===== config.mk =====
export PLATFORM = sky130hd
export DESIGN_NAME = rsc_reset_source_control
export DESIGN_NICKNAME = d
export VERILOG_FILES = /design/src/design/rsc_pkg.sv /design/src/design/rsc_reset_source_control.sv
export VERILOG_INCLUDE_DIRS = /design/src /design/src/design
export SDC_FILE = /design/constraint.sdc
export NUM_CORES = 1
export LEC_CHECK = 0
export BUFFER_PORTS_ARGS = -buffer_cell sky130_fd_sc_hd__buf_2
export CORE_MARGIN = 10
export CORE_UTILIZATION = 50
export CTS_BUF_LIST = sky130_fd_sc_hd__clkbuf_4
export DETAILED_ROUTE_END_ITERATION = 8
export PLACE_DENSITY = 0.86
export SLEW_MARGIN = 20
export SYNTH_ARGS = -nofsm -noshare
export SYNTH_HDL_FRONTEND = slang
export SYNTH_SLANG_ARGS = --single-unit

===== constraint.sdc =====
create_clock -name ref_clk -period 10.2 [get_ports ref_clk]
set_input_delay 1.02 -clock ref_clk [delete_from_list [all_inputs] [get_ports ref_clk]]
set_output_delay 1.02 -clock ref_clk [all_outputs]
set_load 0.1 [all_outputs]

===== src/design/rsc_defs.svh =====
// Register indexes, reset values and timing counts of the reset source control
`ifndef RSC_DEFS_SVH
`define RSC_DEFS_SVH
`define RSC_IDX_IFB0 10'h018
`define RSC_IDX_IFB1 10'h019
`define RSC_IDX_IFB2 10'h01A
`define RSC_IDX_IFB3 10'h01B
`define RSC_IDX_WDSVC 10'h020
`define RSC_IDX_WDCTL 10'h021
`define RSC_IDX_CMCTL 10'h022
`define RSC_IDX_RSTAT 10'h023
`define RSC_IDX_PRIO 10'h024
`define RSC_WD_KEY1 8'h55
`define RSC_WD_KEY2 8'hAA
`define RSC_WD_RATE_RST 3'h7
`define RSC_WD_WIN_BIT 6
`define RSC_PRIO_RST 8'hF2
`define RSC_OSC_WAIT_CYC 13'h1000
`define RSC_HOLD_CYC 13'h0010
`define RSC_SAMPLE_ECYC 13'h0009
`define RSC_REG_BASE 16'h0000
`define RSC_RAM_BASE 16'h2000
`define RSC_EE_BASE 16'h0800
`define RSC_MODE_RST 3'h4
`define RSC_WD_BASE_SH 10
`endif


===== src/design/rsc_pkg.sv =====
// Types shared by the reset source control
package rsc_pkg;
  typedef enum logic [2:0] {
    RSC_RUN = 3'b000,
    RSC_OSCWAIT = 3'b001,
    RSC_HOLD = 3'b010,
    RSC_SETTLE = 3'b011,
    RSC_EXTWAIT = 3'b100
  } rsc_seq_e;
  typedef enum logic [1:0] {
    RSC_SRC_POR = 2'b00,
    RSC_SRC_EXT = 2'b01,
    RSC_SRC_WDOG = 2'b10,
    RSC_SRC_CLKMON = 2'b11
  } rsc_src_e;
  typedef enum logic [1:0] {
    RSC_VEC_NORMAL = 2'b00,
    RSC_VEC_WDOG = 2'b01,
    RSC_VEC_CLKMON = 2'b10
  } rsc_vec_e;
endpackage


===== src/design/rsc_reset_source_control.sv =====
// Reset sources, reset pin sequencer, software watchdog and interrupt test registers
`timescale 1ns/10ps
`default_nettype none
`include "rsc_defs.svh"
module rsc_reset_source_control
  import rsc_pkg::*;
#(
  parameter int WD_BASE_SH = `RSC_WD_BASE_SH
) (
  input wire logic ref_clk,
  input wire logic rst,
  input wire logic [11:0] paddr,
  input wire logic psel,
  input wire logic penable,
  input wire logic pwrite,
  input wire logic [31:0] pwdata,
  output logic [31:0] prdata,
  output logic pready,
  output logic pslverr,
  input wire logic resetPinIn,
  output logic resetPinOut,
  output logic resetPinOe,
  input wire logic backgroundDebugPin,
  input wire logic modeSelectA,
  input wire logic modeSelectB,
  input wire logic clockSlow,
  input wire logic [31:0] moduleIrq,
  output logic [31:0] forcedIrq,
  output logic chipReset,
  output logic [1:0] resetVector,
  output logic [2:0] modeBits,
  output logic addrDataBusEn,
  output logic busControlEn,
  output logic portsAllInputs,
  output logic [15:0] regBlockBase,
  output logic [15:0] ramBase,
  output logic [15:0] eepromBase,
  output logic periodicIntFlag,
  output logic [3:0] periodicRate,
  output logic stopRecoveryDelay,
  output logic [7:0] topPriority,
  output logic irqEdgeSelect,
  output logic xMask,
  output logic iMask,
  output logic stopDisable,
  output logic [6:0] periphEnable
);
  rsc_seq_e seq_r;
  rsc_src_e src_r;
  logic [12:0] seqCnt_r;
  logic chipReset_r;
  logic pinDrive_r;
  logic [1:0] vec_r;
  logic [2:0] mode_r;
  logic eTick_r;
  logic [1:0] pinSync_r, dbgSync_r, selASync_r, selBSync_r, slowSync_r;
  logic pinLow;
  logic specialMode;
  logic [2:0] wdRate_r;
  logic wdWin_r;
  logic cmEn_r;
  logic [7:0] topPrio_r;
  logic [31:0] itst_r;
  logic [23:0] wdCnt_r;
  logic wdArmed_r;
  logic wdFault_r;
  logic wdEn;
  logic [23:0] wdPeriod;
  logic [23:0] wdWinStart;
  logic clkMonFault;
  logic [9:0] idx;
  logic aligned;
  logic mapped;
  logic wrAcc;
  logic [7:0] wrByte;
  logic [31:0] rdVal;
  logic [31:0] prdata_r;
  logic [31:0] itstView;

  // Pins come from outside the clock domain
  always_ff @(posedge ref_clk or posedge rst) begin
    if (rst) begin
      pinSync_r <= 2'h3;
      dbgSync_r <= 2'h3;
      selASync_r <= 2'h0;
      selBSync_r <= 2'h0;
      slowSync_r <= 2'h0;
    end else begin
      pinSync_r <= {pinSync_r[0], resetPinIn};
      dbgSync_r <= {dbgSync_r[0], backgroundDebugPin};
      selASync_r <= {selASync_r[0], modeSelectA};
      selBSync_r <= {selBSync_r[0], modeSelectB};
      slowSync_r <= {slowSync_r[0], clockSlow};
    end
  end

  assign pinLow = ~pinSync_r[1];
  assign specialMode = ~mode_r[2];

  // Bus clock enable, half the reference rate
  always_ff @(posedge ref_clk or posedge rst) begin
    if (rst) begin
      eTick_r <= 1'b0;
    end else begin
      eTick_r <= ~eTick_r;
    end
  end

  assign clkMonFault = cmEn_r & slowSync_r[1];

  // Reset sequencer; power-on lands straight in the pin hold phase
  always_ff @(posedge ref_clk or posedge rst) begin
    if (rst) begin
      seq_r <= RSC_HOLD;
      src_r <= RSC_SRC_POR;
      seqCnt_r <= 13'h0000;
      chipReset_r <= 1'b1;
      pinDrive_r <= 1'b1;
      vec_r <= RSC_VEC_NORMAL;
    end else begin
      case (seq_r)
        RSC_RUN: begin
          seqCnt_r <= 13'h0000;
          if (clkMonFault) begin
            seq_r <= RSC_OSCWAIT;
            src_r <= RSC_SRC_CLKMON;
            chipReset_r <= 1'b1;
            pinDrive_r <= 1'b1;
          end else if (wdFault_r) begin
            seq_r <= RSC_HOLD;
            src_r <= RSC_SRC_WDOG;
            chipReset_r <= 1'b1;
            pinDrive_r <= 1'b1;
          end else if (pinLow) begin
            seq_r <= RSC_HOLD;
            src_r <= RSC_SRC_EXT;
            chipReset_r <= 1'b1;
            pinDrive_r <= 1'b1;
          end
        end
        RSC_OSCWAIT: begin
          if (seqCnt_r == `RSC_OSC_WAIT_CYC - 13'h0001) begin
            seq_r <= RSC_HOLD;
            seqCnt_r <= 13'h0000;
          end else begin
            seqCnt_r <= seqCnt_r + 13'h0001;
          end
        end
        RSC_HOLD: begin
          if (seqCnt_r == `RSC_HOLD_CYC - 13'h0001) begin
            seq_r <= RSC_SETTLE;
            seqCnt_r <= 13'h0000;
            pinDrive_r <= 1'b0;
          end else begin
            seqCnt_r <= seqCnt_r + 13'h0001;
          end
        end
        RSC_SETTLE: begin
          if (eTick_r) begin
            seqCnt_r <= seqCnt_r + 13'h0001;
            if (seqCnt_r == `RSC_SAMPLE_ECYC - 13'h0001) begin
              if (pinLow) begin
                src_r <= RSC_SRC_EXT;
                seq_r <= RSC_EXTWAIT;
              end else begin
                seq_r <= RSC_RUN;
                chipReset_r <= 1'b0;
                case (src_r)
                  RSC_SRC_WDOG: vec_r <= RSC_VEC_WDOG;
                  RSC_SRC_CLKMON: vec_r <= RSC_VEC_CLKMON;
                  default: vec_r <= RSC_VEC_NORMAL;
                endcase
              end
            end
          end
        end
        RSC_EXTWAIT: begin
          // Stays in reset for as long as the outside circuit holds the pin
          if (!pinLow) begin
            seq_r <= RSC_RUN;
            chipReset_r <= 1'b0;
            vec_r <= RSC_VEC_NORMAL;
          end
        end
        default: begin
          seq_r <= RSC_HOLD;
          seqCnt_r <= 13'h0000;
          chipReset_r <= 1'b1;
          pinDrive_r <= 1'b1;
        end
      endcase
    end
  end

  // Mode pins caught on the cycle the chip leaves reset
  logic modeLatch;
  assign modeLatch = chipReset_r && !pinLow
                     && (seq_r == RSC_EXTWAIT || (seq_r == RSC_SETTLE && eTick_r
                     && seqCnt_r == `RSC_SAMPLE_ECYC - 13'h0001));
  always_ff @(posedge ref_clk or posedge rst) begin
    if (rst) begin
      mode_r <= `RSC_MODE_RST;
    end else if (modeLatch) begin
      mode_r <= {dbgSync_r[1], selBSync_r[1], selASync_r[1]};
    end
  end

  // APB decode; index is the word address
  assign idx = paddr[11:2];
  assign aligned = (paddr[1:0] == 2'h0);
  always_comb begin
    mapped = aligned;
    case (idx)
      `RSC_IDX_IFB0, `RSC_IDX_IFB1, `RSC_IDX_IFB2, `RSC_IDX_IFB3: mapped = aligned;
      `RSC_IDX_WDSVC, `RSC_IDX_WDCTL, `RSC_IDX_CMCTL: mapped = aligned;
      `RSC_IDX_RSTAT, `RSC_IDX_PRIO: mapped = aligned;
      default: mapped = 1'b0;
    endcase
  end
  assign wrAcc = psel & penable & pwrite & mapped;
  assign wrByte = pwdata[7:0];

  // Watchdog period doubles per rate step; rate zero switches it off
  assign wdEn = (wdRate_r != 3'h0);
  assign wdPeriod = 24'h00_0001 << (5'(WD_BASE_SH) + {2'h0, wdRate_r});
  assign wdWinStart = wdPeriod - (wdPeriod >> 2);

  // Software-writable control; an internal reset restores the start-up values
  always_ff @(posedge ref_clk or posedge rst) begin
    if (rst) begin
      wdRate_r <= `RSC_WD_RATE_RST;
      wdWin_r <= 1'b0;
      cmEn_r <= 1'b0;
      topPrio_r <= `RSC_PRIO_RST;
      itst_r <= 32'h0000_0000;
    end else if (chipReset_r) begin
      wdRate_r <= `RSC_WD_RATE_RST;
      wdWin_r <= 1'b0;
      cmEn_r <= 1'b0;
      topPrio_r <= `RSC_PRIO_RST;
      itst_r <= 32'h0000_0000;
    end else if (wrAcc) begin
      case (idx)
        `RSC_IDX_WDCTL: begin
          wdRate_r <= wrByte[2:0];
          wdWin_r <= wrByte[`RSC_WD_WIN_BIT];
        end
        `RSC_IDX_CMCTL: cmEn_r <= wrByte[0];
        `RSC_IDX_PRIO: topPrio_r <= wrByte;
        `RSC_IDX_IFB0: if (specialMode) itst_r[7:0] <= wrByte;
        `RSC_IDX_IFB1: if (specialMode) itst_r[15:8] <= wrByte;
        `RSC_IDX_IFB2: if (specialMode) itst_r[23:16] <= wrByte;
        `RSC_IDX_IFB3: if (specialMode) itst_r[31:24] <= wrByte;
        default: begin
        end
      endcase
    end
  end

  // Watchdog timer and service sequence
  always_ff @(posedge ref_clk or posedge rst) begin
    if (rst) begin
      wdCnt_r <= 24'h00_0000;
      wdArmed_r <= 1'b0;
      wdFault_r <= 1'b0;
    end else if (chipReset_r) begin
      wdCnt_r <= 24'h00_0000;
      wdArmed_r <= 1'b0;
      wdFault_r <= 1'b0;
    end else begin
      wdFault_r <= 1'b0;
      if (!wdEn) begin
        wdCnt_r <= 24'h00_0000;
        wdArmed_r <= 1'b0;
      end else if (wrAcc && idx == `RSC_IDX_WDSVC) begin
        wdCnt_r <= wdCnt_r + 24'h00_0001;
        if (wdWin_r && wdCnt_r < wdWinStart) begin
          wdFault_r <= 1'b1;
        end else if (wrByte == `RSC_WD_KEY1) begin
          wdArmed_r <= 1'b1;
        end else if (wrByte == `RSC_WD_KEY2 && wdArmed_r) begin
          wdCnt_r <= 24'h00_0000;
          wdArmed_r <= 1'b0;
        end else begin
          wdFault_r <= 1'b1;
        end
      end else if (wdCnt_r >= wdPeriod - 24'h00_0001) begin
        wdFault_r <= 1'b1;
        wdCnt_r <= 24'h00_0000;
      end else begin
        wdCnt_r <= wdCnt_r + 24'h00_0001;
      end
    end
  end

  // Test view may tear while a request is changing; software reads twice
  assign itstView = specialMode ? (itst_r | moduleIrq) : 32'h0000_0000;

  always_comb begin
    case (idx)
      `RSC_IDX_IFB0: rdVal = {24'h00_0000, itstView[7:0]};
      `RSC_IDX_IFB1: rdVal = {24'h00_0000, itstView[15:8]};
      `RSC_IDX_IFB2: rdVal = {24'h00_0000, itstView[23:16]};
      `RSC_IDX_IFB3: rdVal = {24'h00_0000, itstView[31:24]};
      `RSC_IDX_WDCTL: rdVal = {24'h00_0000, 1'b0, wdWin_r, 3'h0, wdRate_r};
      `RSC_IDX_CMCTL: rdVal = {30'h0000_0000, slowSync_r[1], cmEn_r};
      `RSC_IDX_RSTAT: rdVal = {24'h00_0000, 2'h0, wdArmed_r, mode_r, src_r};
      `RSC_IDX_PRIO: rdVal = {24'h00_0000, topPrio_r};
      default: rdVal = 32'h0000_0000;
    endcase
  end

  // Read data is captured in the setup cycle so access needs no wait state
  always_ff @(posedge ref_clk or posedge rst) begin
    if (rst) begin
      prdata_r <= 32'h0000_0000;
    end else if (psel && !penable) begin
      prdata_r <= (pwrite || !mapped) ? 32'h0000_0000 : rdVal;
    end
  end

  assign prdata = prdata_r;
  assign pready = 1'b1;
  assign pslverr = psel & penable & ~mapped;

  assign resetPinOut = 1'b0;
  assign resetPinOe = pinDrive_r;
  assign chipReset = chipReset_r;
  assign resetVector = vec_r;
  assign modeBits = mode_r;
  assign forcedIrq = itst_r;
  assign topPriority = topPrio_r;

  // Start-up states, fixed except the port setup taken from mode select A; held for the other blocks to pick up
  logic [7:0] startup_r;
  logic [2:0] portCfg_r;
  always_ff @(posedge ref_clk or posedge rst) begin
    if (rst) begin
      startup_r <= 8'h1E;
      portCfg_r <= 3'h4;
    end else if (chipReset_r) begin
      startup_r <= 8'h1E;
      portCfg_r <= 3'h4;
      // Loaded with the mode so the ports are right on the first run cycle
      if (modeLatch) begin
        portCfg_r <= {~selASync_r[1], selASync_r[1], selASync_r[1]};
      end
    end
  end

  // startup_r: 0 periodic flag, 1 delay, 2 stop off, 3 X mask, 4 I mask
  assign periodicIntFlag = startup_r[0];
  assign stopRecoveryDelay = startup_r[1];
  assign stopDisable = startup_r[2];
  assign xMask = startup_r[3];
  assign iMask = startup_r[4];
  assign irqEdgeSelect = startup_r[5];
  assign periodicRate = 4'h0;
  assign portsAllInputs = portCfg_r[2];
  assign addrDataBusEn = portCfg_r[1];
  assign busControlEn = portCfg_r[0];
  assign regBlockBase = `RSC_REG_BASE;
  assign ramBase = `RSC_RAM_BASE;
  assign eepromBase = `RSC_EE_BASE;
  assign periphEnable = 7'h00;
endmodule
`default_nettype wire


Word level (Yosys, flattened, before mapping)
Index checks and enable logic that the tools add are counted.
- magnitude comparators: 2
- eq/ne operators: 31
- muxes and demuxes: 79
- reductions and logical operators: 42
- bitwise logic cells: 12
- add/sub/neg operators: 5
- shifts and indexed selects: 1
- operators by type and width (cell ; number):
    24-bit 2-to-1 mux ; 7
    32-bit 2-to-1 mux ; 4
    8-bit 2-to-1 mux ; 8
    8-bit case mux with 8 select lines ; 1
    13-bit case mux with 4 select lines ; 1
    10-bit by 6-bit == test with 1-bit output (second input constant) ; 5
    10-bit by 5-bit == test with 1-bit output (second input constant) ; 4
    13-bit 2-to-1 mux ; 3
    3-bit 2-to-1 mux ; 13
    32-bit bitwise OR ; 1
    1-bit 2-to-1 mux ; 27
    13-bit by 4-bit == test with 1-bit output (second input constant) ; 2
    24-bit by 1-bit adder with 24-bit output (second input constant) ; 1
    24-bit greater-or-equal comparator ; 1
    24-bit less-than comparator ; 1
    1-bit by 5-bit left shift with 24-bit output (first input constant) ; 1
    24-bit by 1-bit subtractor with 24-bit output (second input constant) ; 1
    24-bit by 22-bit subtractor with 24-bit output ; 1
    3-bit AND reduction ; 7
    2-bit nonzero test ; 10
    2-bit 2-to-1 mux ; 9
    3-bit case mux with 5 select lines ; 1
    2-bit inequality test (second input constant) ; 7
    13-bit by 1-bit adder with 13-bit output (second input constant) ; 1
    30 further kinds ; 55
- logic and storage cells: 198
- output and inout bits: 150
- register bits after elaboration: 142
- input bits: 86

Depth between registers and ports, before layout
- depth in word-level cells: 9
- gate-level depth with buffers: 24
- depth with buffers taken out: 23

Worst setup path before layout
Ideal clock, no wire load.
- path type: flip-flop to flip-flop
- from: reg wdRate_r[1]
- to: reg wdCnt_r[10]
- required time: 10.114 ns
- arrival time: 4.285 ns
- setup slack: 5.829 ns
- cell stages (with the launch flop): 21
- period minus slack after synthesis: 4.371 ns
- buffers on the path: 1
- setup time: 0.086 ns
- path through: dfstp_2 inv_1 ha_1 or4b_2 ha_1 o211ai_1 o21ai_0 nand4b_1 a31oi_1 nand3_1 nand3_1 xnor2_1 ha_1 nand3_1 nor2_1 a21oi_1 a21oi_1 nor2_1 a211oi_4 buf_6 nor3_1
- word-level cells in the longest chain between the ends: 9
- elaborated cells between the ends (all ways): 13
- classes of those cells: add/sub: 3; order compare: 2; shift: 1; mux: 5; reduce/logical: 2
- ends and longest elaborated chain (element ; RTL line ; source):
    start: declaration ; rsc_reset_source_control.sv:59 ; logic [2:0] wdRate_r;
    start signal: assignment ; rsc_reset_source_control.sv:231 ; wdRate_r <= `RSC_WD_RATE_RST;
    start signal: assignment ; rsc_reset_source_control.sv:237 ; wdRate_r <= `RSC_WD_RATE_RST;
    start signal: assignment ; rsc_reset_source_control.sv:245 ; wdRate_r <= wrByte[2:0];
    4-bit by 3-bit adder with 5-bit output ; rsc_reset_source_control.sv:225 ; assign wdPeriod = 24'h00_0001 << (5'(WD_BASE_SH) + {2'h0, wdRate_r});
    1-bit by 5-bit left shift with 24-bit output ; rsc_reset_source_control.sv:225 ;
    24-bit by 22-bit subtractor with 24-bit output ; rsc_reset_source_control.sv:226 ; assign wdWinStart = wdPeriod - (wdPeriod >> 2);
    24-bit less-than comparator ; rsc_reset_source_control.sv:277 ; if (wdWin_r && wdCnt_r < wdWinStart) begin
    1-bit logical AND ; rsc_reset_source_control.sv:277 ;
    24-bit 2-to-1 mux ; rsc_reset_source_control.sv:277 ;
    24-bit 2-to-1 mux ; rsc_reset_source_control.sv:275 ; end else if (wrAcc && idx == `RSC_IDX_WDSVC) begin
    24-bit 2-to-1 mux (*) ; rsc_reset_source_control.sv:272 ; if (!wdEn) begin
    24-bit 2-to-1 mux (*) ; rsc_reset_source_control.sv:266 ; end else if (chipReset_r) begin
    end signal: assignment ; rsc_reset_source_control.sv:276 ; wdCnt_r <= wdCnt_r + 24'h00_0001;
    end signal: assignment ; rsc_reset_source_control.sv:291 ; wdCnt_r <= wdCnt_r + 24'h00_0001;
    end: declaration ; rsc_reset_source_control.sv:64 ; logic [23:0] wdCnt_r;
Mark *: on every way between the ends. The rest lies on a longest branch, timed or not.
A chain may end at the register's enable or synchronous reset.

Worst setup path in the final report
- from: reg wdRate_r[1]
- to: reg wdCnt_r[19]
Same word-level chain as after synthesis.

==> out/metrics.cfg <==
[run_status]
status = finished clean

[power_and_ir_drop]
power_density_nw_per_um2 = 140
p_leak_nw = 4.43
vdd_ir_drop_max_uv = 86.4
p_total_mw = 1.27

[die]
design.core.area_um2 = 16500
die_area_um2 = 22300
fp.dieW_um = 149
pin_count = 236
num_rows = 47
die_y_um = 149
initial_utilization = 0.508

[drt]
via_per_inst = 5.43
vias = 7102
first_iter_violations = 606
drt_first_pass_iters = 7
drc = 0
routed_wl_mm = 21.2
ant_nets = 0
routedWlPerCell_um = 16.2

[sta]
setup_viol = 0
skew_ps = 16.6
fin_crit_ps = 5940
drv_slew = 0
min_period_over_period = 0.582
worst_pin_slew_ps = 1060
worst_hold_slack_ps = 358
fin_tns_setup_ps = 0
worst_slack_ps = 4260
relSlewSlack = 0.285
hold_violations = 0
fmax_mhz = 168
rsz0062_at_grt = false

[worst_setup_path]
critPathKind = flip-flop to flip-flop
crit_required_ps = 10560
slowest_delay_ps = 820
cp_num_buf_inv = 1
arrival_ps = 6300
crit_family = compound AO/OA/AOI/OAI gates
crit_slowest_cell = a211oi_4
path_cells = inv_1 -> ha_1 -> or4b_2 -> ha_1 -> o211ai_1 -> o21ai_0 -> nand4b_1 -> a31oi_1 -> nand3_1 -> nand3_1 -> xnor2_1 -> ha_1 -> nand3_1 -> nor2_1 -> a21oi_1 -> a21oi_1 -> nor2_1 -> a211oi_4 -> nor3_1
critPathMaxFanout = 24
critical_path.endpoint_type = flip-flop
worst_setup_path_start_kind = flip-flop

[finish]
syn_to_final_growth_pct = 8.16
nets = 1226
post-route-util = 0.549
instances_no_fill = 1307
multi_input_area_um2 = 4800
area.sequential_um2 = 2950
final_common_cell = buf_2
layout_common_cells = buf_2 (120), nand2_1 (108), conb_1 (102)
final_area_um2 = 9040
layout-drive-gt1-share = 0.177
nFillCells = 1510

[min_path]
min_path_type = flip-flop to flip-flop

[logic_synthesis]
synth_top_area_share = 0.299
synth_area_um2 = 8360
synthCells = 963
synth_flop_cell = dfrtp_1
synth-seq-cells = 117
synth-seq-area-share = 0.353
synth.distinct_cells = 71
postSynthAreaPerCell_um2 = 8.68
async_flop_share = 1.00
netlist_top_cells_area = dfrtp_1 (30%), ha_1 (10%), buf_4 (8.3%)
yosys_warnings = 0
yosys.area.top_type = dfrtp_1
synth-edff-count = 0

[cts]
htreeDepth = 4
ctsHoldBuffers = 0
post_cts_resized = 0
cts_max_path_buffers = 2
cts_buffers = 17
clk_transition_reported_paths_ps = 110
cts_tree = yes
cts_num_sinks = 117
cts_setup_buffers = 0
cts-root-buf = clkbuf_4
clk_latency_ps = 530

[placed_design]
dp_cells = 1274
pre_cts_ws_ps = 4350
dpl-instance-area_um2 = 8750
dp_hpwl_mm = 16.4
routabilityCongestion = 0.887
numPortBuffers = 120

[grt]
antenna_found_initial = 1
grt_first_pass_wirelength_mm = 34.1
grt_max_degree = 75
grt_pass1_vias = 6969
gr-total-overflow = 0
grt_usage = 0.184

[flow_run]
drv_cap = 0

per-layer routing:
metal	wire [um]	track usage	vias up
li1	-	-	3397
met1	8610	0.231	3376
met2	10500	0.303	284
met3	1530	0.0404	45
met4	501	0.0672	0
met5	0	0	-
power breakdown:
part,internal (mW),switching (mW)
Clock,0.146,0.188
Combinational,0.0710,0.312
Sequential,0.493,0.0598
layout make-up:
| type | instances | area share |
|---|---|---|
| Tap cell | 220 | 0.0305 |
| Sequential cell | 117 | 0.326 |
| Timing Repair Buffer | 121 | 0.0673 |
| Antenna cell | 1 | 0.000277 |
| Inverter | 33 | 0.0140 |
| Clock buffer | 17 | 0.0141 |
| Multi-Input combinational cell | 783 | 0.531 |
| Clock inverter | 15 | 0.0170 |
path summary, 6_finish.rpt:
| kind | startpoint | to | slack, ps | cells after the start |
|---|---|---|---|---|
| worst max-delay path | wdRate_r[1]$_DFFE_PP1P_ | wdCnt_r[19]$_DFF_PP0_ | 4260 | 19 |
| worst min-delay path | slowSync_r[0]$_DFF_PP0_ | slowSync_r[1]$_DFF_PP0_ | 360 | 0 |
| worst max register to register | wdRate_r[1]$_DFFE_PP1P_ | wdCnt_r[19]$_DFF_PP0_ | 4260 | 19 |
| worst min register to register | slowSync_r[0]$_DFF_PP0_ | slowSync_r[1]$_DFF_PP0_ | 360 | 0 |
| max in group asynchronous | rst | seqCnt_r[7]$_DFFE_PP0P_ | 8360 | 3 |
| min in group asynchronous | rst | wdCnt_r[5]$_DFF_PP0_ | 520 | 2 |
synth_stat cells (8+ instances only):
| master | number |
|---|---|
| nand2_1 | 108 |
| dfrtp_1 | 100 |
| nor2_1 | 96 |
| buf_4 | 92 |
| ha_1 | 67 |
| a21oi_1 | 64 |
| nor3_1 | 56 |
| o21ai_0 | 37 |
| inv_1 | 33 |
| mux2i_1 | 29 |
| nand3_1 | 29 |
| clkbuf_1 | 26 |
| xor2_1 | 24 |
| xnor2_1 | 19 |
| dfstp_2 | 17 |
| a211oi_1 | 12 |
| nand4_1 | 12 |
| and3_1 | 8 |
| nor2b_1 | 8 |
state kept, by name (all words and copies together), names as in the netlist, 3 cells and up:
| name | flops |
|---|---|
| forcedIrq | 32 |
| modeBits | 3 |
| prdata | 8 |
| seqCnt_r | 13 |
| seq_r | 3 |
| topPriority | 8 |
| wdCnt_r | 24 |
| wdRate_r | 3 |
logic make-up (layout without fill, tap and decap cells):
kind of cell             after synthesis  in the layout  share of synthesized area
flip-flops                           117            117                      0.353
AO/OA/AOI/OAI                        161            161                      0.119
multiplexers                          35             35                     0.0428
adder cells (fa/ha/maj)               67             67                      0.100
XOR/XNOR                              43             43                     0.0451
AND/OR/NAND/NOR                      375            375                      0.221
other                                  2            103                   0.000899
buffers and inverters                163            186                      0.118
Note: power is estimated with default switching activity, not from simulation.
